[src/logic/serial_irq_pkg.sv]
// Shared constants for the serial port interrupt and DMA request block
package serial_irq_pkg;
   // APB byte addresses
   localparam logic [7:0] CTRL_OFFSET = 8'h00;
   localparam logic [7:0] SOURCE_OFFSET = 8'h04;
   localparam logic [7:0] EVENT_OFFSET = 8'h08;
   localparam logic [7:0] MASK_OFFSET = 8'h0c;
   localparam logic [7:0] TOP_OFFSET = 8'h10;
   localparam int ADDR_WIDTH = 8;
   localparam int DATA_WIDTH = 32;

   // Control register fields
   localparam int CTRL_RX_DATA_EN_BIT = 0;
   localparam int CTRL_RX_CTRL_EN_BIT = 1;
   localparam int CTRL_TX_DATA_EN_BIT = 2;
   localparam int CTRL_TX_CTRL_EN_BIT = 3;
   localparam int CTRL_RX_DMA_EN_BIT = 4;
   localparam int CTRL_TX_DMA_EN_BIT = 5;
   localparam int CTRL_WIDTH = 6;
   localparam logic [CTRL_WIDTH-1:0] CTRL_RESET = 6'h00;

   // Source index, also the bit order of event, mask and request fields
   localparam int SRC_OVERRUN = 0;
   localparam int SRC_UNDERRUN = 1;
   localparam int SRC_RX_FULL = 2;
   localparam int SRC_TX_EMPTY = 3;
   localparam int SRC_COUNT = 4;
   localparam logic [SRC_COUNT-1:0] EVENT_RESET = 4'h0;
   localparam logic [SRC_COUNT-1:0] MASK_RESET = 4'h0;

   // Source register: raw flags in bits 5:0, live requests in bits 11:8
   localparam int SOURCE_REQ_LSB = 8;

   // Highest pending request, most urgent first
   typedef enum logic [2:0] {
      TOP_NONE,
      TOP_OVERRUN,
      TOP_UNDERRUN,
      TOP_RX_FULL,
      TOP_TX_EMPTY
   } top_source_t;
endpackage

[src/logic/irq_source_cell.sv]
// One request source: two gated conditions merged into a level and an edge
`timescale 1ns/1ps
module irq_source_cell #(
   parameter bit GATED = 1'b1
) (
   input wire logic sys_clk,
   input wire logic rstn,
   input wire logic flagA,
   input wire logic enableA,
   input wire logic flagB,
   input wire logic enableB,
   output logic req,
   output logic rise
);
   logic next_req;
   logic next_rise;

   always_comb
   begin
      if (GATED)
         next_req = (flagA & enableA) | (flagB & enableB);
      else
         next_req = flagA | flagB;
      next_rise = next_req & ~req;
   end

   always_ff @(posedge sys_clk)
   begin
      if (!rstn)
      begin
         req <= 1'b0;
         rise <= 1'b0;
      end
      else
      begin
         req <= next_req;
         rise <= next_rise;
      end
   end
endmodule

[src/logic/serial_irq_dma.sv]
// Interrupt and DMA request logic for one channel of the FIFO serial port
//
// Contract
// Four request outputs: overrun error, underrun error, receive-full, transmit-empty.
// Receive-full from data or control-data full; transmit-empty from either empty.
// Receive-full and transmit-empty gated by their enable bits in the control register.
// Overrun and underrun requests have no enable and always propagate.
// Priority overrun, underrun, receive-full, transmit-empty; only latter two request DMA.
// Each request is a level held while flag set and enabled, else drops.
//
// Local design decisions: the address map and the APB slave port.
`timescale 1ns/1ps
module serial_irq_dma
   import serial_irq_pkg::*;
(
   input wire logic sys_clk,
   input wire logic rstn,
   // APB slave
   input wire logic psel,
   input wire logic penable,
   input wire logic pwrite,
   input wire logic [serial_irq_pkg::ADDR_WIDTH-1:0] paddr,
   input wire logic [serial_irq_pkg::DATA_WIDTH-1:0] pwdata,
   output logic [serial_irq_pkg::DATA_WIDTH-1:0] prdata,
   output logic pready,
   output logic pslverr,
   // Status flags from the serial data path
   input wire logic rxOverrunFlag,
   input wire logic txUnderrunFlag,
   input wire logic rxDataFullFlag,
   input wire logic rxCtrlDataFullFlag,
   input wire logic txDataEmptyFlag,
   input wire logic txCtrlDataEmptyFlag,
   // Requests to the interrupt controller
   output logic rxOverrunIrq,
   output logic txUnderrunIrq,
   output logic rxFullIrq,
   output logic txEmptyIrq,
   // Requests to the DMA controller
   output logic rxFullDmaReq,
   output logic txEmptyDmaReq,
   // Most urgent live request
   output logic [2:0] topSource,
   // Summary interrupt from sticky events
   output logic irq
);
   import serial_irq_pkg::*;

   logic [CTRL_WIDTH-1:0] serialControlReg;
   logic [CTRL_WIDTH-1:0] next_serialControlReg;
   logic [SRC_COUNT-1:0] eventStatus;
   logic [SRC_COUNT-1:0] next_eventStatus;
   logic [SRC_COUNT-1:0] eventMask;
   logic [SRC_COUNT-1:0] next_eventMask;
   logic [DATA_WIDTH-1:0] next_prdata;
   logic next_pready;
   logic next_pslverr;
   logic next_irq;
   logic next_rxFullDmaReq;
   logic next_txEmptyDmaReq;
   top_source_t topPending;
   top_source_t next_topPending;

   logic [SRC_COUNT-1:0] srcReq;
   logic [SRC_COUNT-1:0] srcRise;
   logic [SRC_COUNT-1:0] srcFlagA;
   logic [SRC_COUNT-1:0] srcFlagB;
   logic [SRC_COUNT-1:0] srcEnA;
   logic [SRC_COUNT-1:0] srcEnB;

   logic accessDone;
   logic writeDone;
   logic readDone;
   logic addrHit;

   // Source wiring; error sources take no enable
   always_comb
   begin
      srcFlagA = 4'h0;
      srcFlagB = 4'h0;
      srcEnA = 4'h0;
      srcEnB = 4'h0;
      srcFlagA[SRC_OVERRUN] = rxOverrunFlag;
      srcFlagA[SRC_UNDERRUN] = txUnderrunFlag;
      srcFlagA[SRC_RX_FULL] = rxDataFullFlag;
      srcFlagB[SRC_RX_FULL] = rxCtrlDataFullFlag;
      srcFlagA[SRC_TX_EMPTY] = txDataEmptyFlag;
      srcFlagB[SRC_TX_EMPTY] = txCtrlDataEmptyFlag;
      srcEnA[SRC_RX_FULL] = serialControlReg[CTRL_RX_DATA_EN_BIT];
      srcEnB[SRC_RX_FULL] = serialControlReg[CTRL_RX_CTRL_EN_BIT];
      srcEnA[SRC_TX_EMPTY] = serialControlReg[CTRL_TX_DATA_EN_BIT];
      srcEnB[SRC_TX_EMPTY] = serialControlReg[CTRL_TX_CTRL_EN_BIT];
   end

   // One cell per source: registered level plus rising edge
   irq_source_cell #(.GATED(1'b0)) overrunCell (
      .sys_clk(sys_clk),
      .rstn(rstn),
      .flagA(srcFlagA[SRC_OVERRUN]),
      .enableA(srcEnA[SRC_OVERRUN]),
      .flagB(srcFlagB[SRC_OVERRUN]),
      .enableB(srcEnB[SRC_OVERRUN]),
      .req(srcReq[SRC_OVERRUN]),
      .rise(srcRise[SRC_OVERRUN])
   );

   irq_source_cell #(.GATED(1'b0)) underrunCell (
      .sys_clk(sys_clk),
      .rstn(rstn),
      .flagA(srcFlagA[SRC_UNDERRUN]),
      .enableA(srcEnA[SRC_UNDERRUN]),
      .flagB(srcFlagB[SRC_UNDERRUN]),
      .enableB(srcEnB[SRC_UNDERRUN]),
      .req(srcReq[SRC_UNDERRUN]),
      .rise(srcRise[SRC_UNDERRUN])
   );

   irq_source_cell #(.GATED(1'b1)) rxFullCell (
      .sys_clk(sys_clk),
      .rstn(rstn),
      .flagA(srcFlagA[SRC_RX_FULL]),
      .enableA(srcEnA[SRC_RX_FULL]),
      .flagB(srcFlagB[SRC_RX_FULL]),
      .enableB(srcEnB[SRC_RX_FULL]),
      .req(srcReq[SRC_RX_FULL]),
      .rise(srcRise[SRC_RX_FULL])
   );

   irq_source_cell #(.GATED(1'b1)) txEmptyCell (
      .sys_clk(sys_clk),
      .rstn(rstn),
      .flagA(srcFlagA[SRC_TX_EMPTY]),
      .enableA(srcEnA[SRC_TX_EMPTY]),
      .flagB(srcFlagB[SRC_TX_EMPTY]),
      .enableB(srcEnB[SRC_TX_EMPTY]),
      .req(srcReq[SRC_TX_EMPTY]),
      .rise(srcRise[SRC_TX_EMPTY])
   );

   // The four request lines are the cell flip-flops themselves
   assign rxOverrunIrq = srcReq[SRC_OVERRUN];
   assign txUnderrunIrq = srcReq[SRC_UNDERRUN];
   assign rxFullIrq = srcReq[SRC_RX_FULL];
   assign txEmptyIrq = srcReq[SRC_TX_EMPTY];
   assign topSource = topPending;

   // APB decode; pready adds one wait state so all answers are registered
   assign accessDone = psel & penable & pready;
   assign writeDone = accessDone & pwrite;
   assign readDone = accessDone & ~pwrite;

   always_comb
   begin
      case (paddr)
         CTRL_OFFSET,
         SOURCE_OFFSET,
         EVENT_OFFSET,
         MASK_OFFSET,
         TOP_OFFSET:
            addrHit = 1'b1;
         default:
            addrHit = 1'b0;
      endcase
   end

   always_comb
   begin
      next_pready = psel & penable & ~pready;
      next_pslverr = psel & penable & ~pready & ~addrHit;
      next_prdata = prdata;
      if (psel && penable && !pready)
      begin
         next_prdata = '0;
         if (!pwrite)
         begin
            case (paddr)
               CTRL_OFFSET:
                  next_prdata[CTRL_WIDTH-1:0] = serialControlReg;
               SOURCE_OFFSET:
               begin
                  next_prdata[5:0] = {txCtrlDataEmptyFlag, txDataEmptyFlag, rxCtrlDataFullFlag,
                                      rxDataFullFlag, txUnderrunFlag, rxOverrunFlag};
                  next_prdata[SOURCE_REQ_LSB +: SRC_COUNT] = srcReq;
               end
               EVENT_OFFSET:
                  next_prdata[SRC_COUNT-1:0] = eventStatus;
               MASK_OFFSET:
                  next_prdata[SRC_COUNT-1:0] = eventMask;
               TOP_OFFSET:
                  next_prdata[2:0] = topPending;
               default:
                  next_prdata = '0;
            endcase
         end
      end
   end

   // Register state; reading events clears them but a new edge wins
   always_comb
   begin
      next_serialControlReg = serialControlReg;
      next_eventMask = eventMask;
      next_eventStatus = eventStatus;
      if (writeDone && paddr == CTRL_OFFSET)
         next_serialControlReg = pwdata[CTRL_WIDTH-1:0];
      if (writeDone && paddr == MASK_OFFSET)
         next_eventMask = pwdata[SRC_COUNT-1:0];
      if (readDone && paddr == EVENT_OFFSET)
         next_eventStatus = EVENT_RESET;
      next_eventStatus = next_eventStatus | srcRise;
   end

   // Fixed ranking and DMA routing from live requests
   always_comb
   begin
      if (srcReq[SRC_OVERRUN])
         next_topPending = TOP_OVERRUN;
      else if (srcReq[SRC_UNDERRUN])
         next_topPending = TOP_UNDERRUN;
      else if (srcReq[SRC_RX_FULL])
         next_topPending = TOP_RX_FULL;
      else if (srcReq[SRC_TX_EMPTY])
         next_topPending = TOP_TX_EMPTY;
      else
         next_topPending = TOP_NONE;
      // Error sources never reach the DMA controller
      next_rxFullDmaReq = srcReq[SRC_RX_FULL] & serialControlReg[CTRL_RX_DMA_EN_BIT];
      next_txEmptyDmaReq = srcReq[SRC_TX_EMPTY] & serialControlReg[CTRL_TX_DMA_EN_BIT];
      next_irq = |(next_eventStatus & next_eventMask);
   end

   always_ff @(posedge sys_clk)
   begin
      if (!rstn)
      begin
         serialControlReg <= CTRL_RESET;
         eventStatus <= EVENT_RESET;
         eventMask <= MASK_RESET;
         prdata <= '0;
         pready <= 1'b0;
         pslverr <= 1'b0;
         irq <= 1'b0;
         rxFullDmaReq <= 1'b0;
         txEmptyDmaReq <= 1'b0;
         topPending <= TOP_NONE;
      end
      else
      begin
         serialControlReg <= next_serialControlReg;
         eventStatus <= next_eventStatus;
         eventMask <= next_eventMask;
         prdata <= next_prdata;
         pready <= next_pready;
         pslverr <= next_pslverr;
         irq <= next_irq;
         rxFullDmaReq <= next_rxFullDmaReq;
         txEmptyDmaReq <= next_txEmptyDmaReq;
         topPending <= next_topPending;
      end
   end
endmodule

[config.mk]
export PLATFORM = sky130hd
export DESIGN_NAME = serial_irq_dma
export DESIGN_NICKNAME = d
export VERILOG_FILES = /design/src/logic/serial_irq_pkg.sv /design/src/logic/irq_source_cell.sv /design/src/logic/serial_irq_dma.sv
export SDC_FILE = /design/constraint.sdc
export NUM_CORES = 1
export LEC_CHECK = 0
export BUFFER_PORTS_ARGS = -buffer_cell sky130_fd_sc_hd__buf_4
export CAP_MARGIN = 20
export CORE_ASPECT_RATIO = 0.9
export CORE_MARGIN = 1.5
export CORE_UTILIZATION = 33
export CTS_BUF_LIST = sky130_fd_sc_hd__clkbuf_8
export CTS_CLUSTER_DIAMETER = 40
export DETAILED_ROUTE_END_ITERATION = 12
export MAX_ROUTING_LAYER = met4
export REMOVE_ABC_BUFFERS = 1
export SYNTH_ARGS = -nofsm -noshare
export SYNTH_HDL_FRONTEND = slang
export SYNTH_HIERARCHICAL = 1
export SYNTH_SLANG_ARGS = --single-unit
export TNS_END_PERCENT = 10
[constraint.sdc]
create_clock -name sys_clk -period 3.9 [get_ports sys_clk]
set_clock_uncertainty 0.05 [all_clocks]
set_input_delay 0.585 -clock sys_clk [delete_from_list [all_inputs] [get_ports sys_clk]]
set_output_delay 0.585 -clock sys_clk [all_outputs]
set_load 0.005 [all_outputs]
Word level (Yosys, flattened, before mapping) --
Cells that the tools add are included.
Cells by class: add/subtract/negate cells 0, multipliers 0, divide/modulo/power cells 0, magnitude comparators 0, equality and inequality tests 4, shift-type cells 0, mux-type cells 12, bitwise logic cells 28, reductions and logical operators 11
Operator list (count):
- $and 1x1->1 | 16
- $eq 8x4->1 const B | 2
- $pmux 3 s5 | 1
- $mux 12 | 1
- $mux 4 | 3
- $eq 8x3->1 const B | 1
- $eq 8x5->1 const B | 1
- $logic_not 8->1 | 1
- $not 1->1 | 8
- $reduce_or 4->1 | 2
- $logic_and 1x1->1 | 5
- $reduce_or 5->1 | 1
- $and 4x4->4 | 1
- $mux 2 | 2
- $or 4x4->4 | 1
- $pmux 1 s4 | 1
- $pmux 2 s2 | 1
- $mux 3 | 1
- $mux 1 | 2
- $or 1x1->1 | 2
- $reduce_or 2->1 | 1
- $logic_not 1->1 | 1
Storage, ports and cells: flip-flop bits (word level) 62, latch bits 0, memory bits (writable) 0, memory bits (read-only) 0, bits of input ports 51, output and inout bits 44, logic and storage cells 75, memories kept 0

Logic depth before layout (Yosys ltp) --
Gate-level depths: netlist of the first run.
word-level depth 8, gate-level depth with buffers 6

By module --
Netlist of the first run, hierarchy kept.
Modules (own cells, without submodules):
- serial_irq_dma | instances 1, cells an instance 157, area each 1505.2 um^2, sequential area each 640.6 um^2
- irq_source_cell (rxFullCell ...) | instances 2, cells an instance 5, area each 71.3 um^2, sequential area each 40.0 um^2
- irq_source_cell (overrunCell ...) | instances 2, cells an instance 4, area each 61.3 um^2, sequential area each 40.0 um^2

Least setup slack after synthesis of the first run --
No wires, ideal clock.
path kind input to register, from in paddr[1] (netlist name), to reg irq, arrival 1.677 ns, required time 3.735 ns, slack 2.058 ns, stages on the path 5, buffers on the path 0, path through nor4_4 -> nand4b_2 -> mux2i_1 -> o22ai_1 -> o21a_1
Between the ends: word-level cells in the longest chain between the ends 6, elaborated cells between the ends (all ways) 9, those cells by class eq/ne (2); mux (2); bitwise (2); reduce/logical (3)
Ends and longest elaborated chain:
- from (decl) | RTL line serial_irq_dma.sv:22 | input wire logic [serial_irq_pkg::ADDR_WIDTH-1:0] paddr,
- $eq 8x4->1 | RTL line serial_irq_dma.sv:208 | if (readDone && paddr == EVENT_OFFSET)
- $logic_and 1x1->1 | RTL line serial_irq_dma.sv:208
- $mux 4 | RTL line serial_irq_dma.sv:208
- $or 4x4->4 | RTL line serial_irq_dma.sv:210 | next_eventStatus = next_eventStatus | srcRise;
- $and 4x4->4 (*) | RTL line serial_irq_dma.sv:229 | next_irq = |(next_eventStatus & next_eventMask);
- $reduce_or 4->1 (*) | RTL line serial_irq_dma.sv:229
- to (signal assigned) | RTL line serial_irq_dma.sv:255 | irq <= next_irq;
- to (decl) | RTL line serial_irq_dma.sv:45 | output logic irq
Mark *: on every way between the ends. The rest lies on a longest branch, timed or not. A chain may end at the register's enable or synchronous reset.

Worst setup path in the final report of the first run --
from reg pready, to reg prdata[4] (netlist name)
Between the ends: word-level cells in the longest chain between the ends 2
Ends and longest elaborated chain:
- from (decl) | RTL line serial_irq_dma.sv:25 | output logic pready,
- from (signal assigned) | RTL line serial_irq_dma.sv:253 | pready <= next_pready;
- $logic_not 1->1 | RTL line serial_irq_dma.sv:171 | if (psel && penable && !pready)
- $logic_and 1x1->1 | RTL line serial_irq_dma.sv:171
- to (signal assigned) | RTL line serial_irq_dma.sv:252 | prdata <= next_prdata;
- to (decl) | RTL line serial_irq_dma.sv:24 | output logic [serial_irq_pkg::DATA_WIDTH-1:0] prdata,
No other way between the ends.

==> impl_metrics.toml, run 1 <==
[floorplan]
num_rows = 25
start_util_pct = 33.89
core_sq_um = 5224
die-area_sq_um = 5814
die_w_um = 80.21
io_pins = 95
die_height_um = 72.49

[detailed_routing]
drc = 0
wl_met2_um = 1689
wl_met3_um = 245
highest_layer = "met4"
wl_per_cell_um = 13.22
wirelength_um = 3848
drtIter0Drc = 98
dr_total_vias = 1350
drt-pass1-iter-count = 4
detail-route-antenna-nets = 0
wl_met1_um = 1875
viasPerCell = 4.639

[pwr]
peakVddDrop_mv = 0.2449
p_leak_nw = 1.034
power.density_nw_per_um2 = 377.4

[final_layout]
final_nets = 274
fin_cells = 291
antennaDiodeCount = 0
drive_gt1_share_pct = 30.80
syn_to_final_growth_pct = 24.81

[global_route]
grtUsageTotal_pct = 14.00
antenna_found_initial = 0
grt-ovfl-total = 0
grt_max_degree = 28
grt_pass1_wl_um = 5858
grt_pass1_vias = 1208

[clock_network]
cts_made_buffers = 5
cts.clk_slew.worst_paths_ns = 0.08
h-tree-depth = 2
cts_setup_buffers = 0
cts_tree = "built"
root_buffer = "clkbuf_8"
cts_buffer_depth = 2
hold_buffers = 0
clk_latency_ns = 0.29
cts.sinks = 40
postCtsResizedCells = 0

[job]
drv_cap = 0

[timing]
rsz0062_at_grt = "no"
tightest_slew_ns = 0.8101
max-slew-margin-rel_pct = 45.66
setup_tns_ns = 0
maxSlewViolCount = 0
hold_viol_final = 0
setup_viol = 0
max_freq_mhz = 480.9
min_period_ns = 2.079
fin_ws_ns = 1.821
min_period_over_period_pct = 53.32

[synthesis]
ys_async_sr_fraction_pct = 0
synth.distinct_cells = 34
synth_enable_flop_cells = 0
postSynthCellCount = 175
yosys-top-cells-count = "dfxtp_1 (40), nor2_1 (28), buf_4 (23), a21oi_1 (14), mux2i_1 (10)"
synth_top_cell_by_area = "dfxtp_1"
ys_warn_count = 6
avgSynthCellArea_sq_um = 10.12
synth.top_cell.area_share_pct = 45.23
synthMostInstantiatedCell = "dfxtp_1"
ys_seq_area_share_pct = 45.23
synth_flop_cell = "dfxtp_1"
syn_area_sq_um = 1770
ys_ff_latch = 40
ys_top_cells_by_area = "dfxtp_1 (45%), buf_4 (9.8%), nor2_1 (5.9%)"

[place]
dp_hpwl_um = 2843
dp_cells = 283
place_congestion = 0.7538
io_buffers = 46
pre_cts_slack_ns = 1.556

[setup_path]
cp-startpoint = "pready"
crit_arrival_ns = 2.24
criticalPathCategory = "reg -> reg"
critical-path-max-stage-delay_ns = 0.48
slowest_stage = "nand3b_1"
crit_chain = "nand3b_1, nand3b_4, nor4b_4, a22oi_1, a21oi_1"
r2r_start = "pready"
start_kind = "flip-flop"
crit_path_end_kind = "flip-flop"
cp.required_ns = 4.06
cp_num_buf_inv = 0
cpLargestDelayFamily = "simple AND/OR/NAND/NOR gates"
crit_fanout = 12

[worst_hold_path]
hold_start = "prdata[4]"
hp-class = "reg -> reg"

[run_status]
outcome = "finished, final reports clean"
## cells by family after synthesis
kind of cell	after synthesis	share of synthesized area, %
mux	14	10.74
flops	40	45.23
other cells	1	0.2118
simple gates	61	21.98
compound gates	29	10.60
buf+inv	30	11.24
## worst paths after layout
check / to / slack (ns) / cells after the start
min reg2reg: prdata[4] / 0.40 / 2
max: prdata[4] / 1.82 / 5
min: prdata[4] / 0.40 / 2
max reg2reg: prdata[4] / 1.82 / 5
## metal layers
metal / global-route usage, % / vias to the layer above
li1: - / 661
met2: 20.45 / 50
met5: - / -
met3: 5.283 / 4
met4: 3.831 / 0
met1: 18.14 / 635
## cell type report
type / instances / area, sq um
Tap cell: 67 / 83.83
Inverter: 2 / 7.507
Clock inverter: 3 / 46.29
Multi-Input combinational cell: 128 / 857.1
Timing Repair Buffer: 46 / 345.3
Clock buffer: 5 / 68.82
Sequential cell: 40 / 800.8
Fill cell: 540 / 3014
## tightest hold or removal path: cells and delay by family, from the launching register on
family	cells	cell delay (ns)
flip-flops	1	0.32
AO/OA/AOI/OAI	1	0.05
AND/OR/NAND/NOR	1	0.05
## registers in the layout (all words and copies together) (netlist names), 3 cells and up
| name | cells |
|---|---|
| topSource | 3 |
| eventStatus | 4 |
| eventMask | 4 |
| serialControlReg | 6 |
| prdata | 10 |
## metrics by stage
step	util (%)	hold slack [ns]	power, mW	area (sq um)
after floorplan	-	0.3741	0.4563	1665
after global placement	40.10	0.3882	0.4969	2095
after detailed placement	40.10	0.3933	0.4977	2095
after CTS	42.30	0.4088	0.8411	2210
after global routing	42.30	0.4259	0.8734	2210
final	42.30	0.4045	0.8340	2210
## report_power, final
group / switching, mW / internal, mW / leakage [nW]
clock network: 0.153 / 0.193 / 0.0548
logic: 0.0355 / 0.0330 / 0.655
registers: 0.00536 / 0.414 / 0.324
total: 0.194 / 0.640 / 1.03
## placed cells by master, fill, tap and decap left out, types with 2 or more instances in the layout
| cell type | netlist | layout |
|---|---|---|
| nor2_1 | 28 | 28 |
| o22ai_1 | 2 | 2 |
| buf_4 | 23 | 46 |
| a21oi_1 | 14 | 14 |
| nor2b_4 | 2 | 2 |
| nor3b_2 | 2 | 2 |
| clkbuf_8 | 0 | 5 |
| nand3_1 | 4 | 4 |
| o21a_1 | 3 | 3 |
| nand2b_1 | 3 | 3 |
| mux4_2 | 4 | 4 |
| a22oi_1 | 6 | 6 |
| nor2b_1 | 3 | 3 |
| dfxtp_1 | 40 | 40 |
| nor3_1 | 2 | 2 |
| mux2i_1 | 10 | 10 |
| nand2_1 | 4 | 4 |
| and3_1 | 3 | 3 |
| a22oi_2 | 2 | 2 |
| conb_1 | 1 | 24 |
Note: power is estimated with default switching activity, not from simulation.
==> inputs of run 2 (changes only) <==
clock period = 1.8 ns   (was 3.9 ns; I/O delays follow)
==> impl_metrics.toml, run 2 (same netlist as run 1, synthesis figures left out) <==
[timing]
hold_viol_final = 0
hold_slack_ns = 0.1575
max_freq_mhz = 639.5
setup_viol = 0
maxSlewViolCount = 0
rsz0062_at_grt = "no"
min_period_over_period_pct = 86.87
min_period_ns = 1.564

[detailed_routing]
detail-route-antenna-nets = 0
drt-pass1-iter-count = 4
wirelength_um = 3781
dr_total_vias = 1338
viasPerCell = 4.536
drtIter0Drc = 59
drc = 0
wl_per_cell_um = 12.82

[final_layout]
layout_common_cells = "buf_4 (50), dfxtp_1 (40), nor2_1 (28)"
finalInstanceArea_sq_um = 2240
final_nets = 278
drive_gt1_share_pct = 32.02
layout_commonest_cell = "buf_4"
top_regs = "prdata x10, serialControlReg x6"
seq_area_sq_um = 800.8
fill_cells = 516
multi_input_area_sq_um = 857.1
syn_to_final_growth_pct = 26.50
top_register = "prdata"
largest_reg_flops = 10
antennaDiodeCount = 0

[place]
place_congestion = 0.7686
place_area_sq_um = 2125
dp_hpwl_um = 2941
io_buffers = 46

[clock_network]
cts_tree = "built"
h-tree-depth = 2
cts.clk_slew.worst_paths_ns = 0.08
clk_latency_ns = 0.29
root_buffer = "clkbuf_8"
cts_made_buffers = 5
cts_setup_buffers = 0
cts.sinks = 40
hold_buffers = 0
cts_buffer_depth = 2
postCtsResizedCells = 0

[setup_path]
slowest_stage = "dfxtp_1"
r2r_start = "pready"
cp.required_ns = 1.94
criticalPathCategory = "reg -> reg"
critical-path-max-stage-delay_ns = 0.35
cp.depth = 5
cp-startpoint = "pready"
crit_arrival_ns = 1.70
crit_fanout = 4
start_kind = "flip-flop"
crit_end = "irq"
rrSetupSlack_ns = 0.24
r2r_end = "irq"
crit_path_end_kind = "flip-flop"
crit_chain = "and3_1, nand4_1, a21oi_1, o22ai_1, o21a_1"
cpLargestDelayFamily = "compound AO/OA/AOI/OAI gates"
reg2reg_depth = 5
cp_num_buf_inv = 0

[worst_hold_path]
hp-class = "in -> reg"

[pwr]
power_mw = 1.809
comb_power_share_pct = 8.4
seq_power_share_pct = 50.3
p_leak_nw = 1.053
p_int_mw = 1.391
switching_share_pct = 23.11
peakVddDrop_mv = 0.4092
power.density_nw_per_um2 = 807.8
power_switching_mw = 0.4181
clkPwrFrac_pct = 41.3

[floorplan]
core_sq_um = 5224
die_height_um = 72.49
num_rows = 25
die-area_sq_um = 5814
die_w_um = 80.21
start_util_pct = 33.89
io_pins = 95

[global_route]
grt_pass1_vias = 1274
antenna_found_initial = 0
grt-ovfl-total = 0
grtUsageTotal_pct = 14.30
grt_max_degree = 15
grt_pass1_wl_um = 6072

[job]
drv_cap = 0

[run_status]
outcome = "finished, final reports clean"
run 2: changes by cell type in the layout (fill, tap and decap cells not counted):
cell / delta
buf_4: +4
run 2: how the worst min path moves through the flow:
stage	start	end	slack (ns)	depth (start not counted)
after floorplan	rstn	irq	0.34	1
after global placement	rxFullCell/rise	eventStatus[2]	0.39	2
after detailed placement	rxFullCell/rise	eventStatus[2]	0.39	2
after CTS	rxOverrunFlag	overrunCell/req	0.15	2
after global routing	pwdata[4]	serialControlReg[4]	0.15	3
final	pwdata[5]	serialControlReg[5]	0.16	3
run 2: final cells by class:
type                    count  area share (%)
well taps                  67           3.743
clock buffers               5           3.073
multi-input cells         128           38.27
flip-flops and latches     40           35.75
repair buffers             50           16.76
inverters                   2          0.3352
clock inverters             3           2.067
run 2: power by group through the flow:
stage	Sequential (mW)	Combinational, mW	Clock [mW]
2_1_floorplan	0.928	0.0612	0
3_3_place_gp	0.930	0.152	0
3_5_place_dp	0.930	0.152	0
4_1_cts	0.909	0.153	0.768
5_1_grt	0.911	0.170	0.811
6_report	0.909	0.152	0.748
run 2: per-stage QoR:
stage | util [%] | instances | TNS (ns) | setup slack [ns]
2_1_floorplan | - | 170 | 0 | 0.1781
4_1_cts | 42.87 | 295 | 0 | 0.2415
3_5_place_dp | 40.67 | 287 | -0.06231 | -0.05461
5_1_grt | 42.87 | 295 | 0 | 0.1165
6_report | 42.87 | 295 | 0 | 0.2363
3_3_place_gp | 40.67 | 287 | -0.04793 | -0.04793
run 2: layer usage:
metal / vias to the layer above / track usage, % / part of all wire (%)
li1: 665 / - / -
met1: 609 / 18.63 / 47
met2: 58 / 20.63 / 44
met3: 6 / 4.025 / 7.4
met4: 0 / 6.322 / 1.4
met5: - / - / 0
run 2: worst min-delay path: cells and delay by family:
family	cells	cell delay [ns]
simple gates	1	0.07
mux	1	0.05
buf+inv	1	0.08
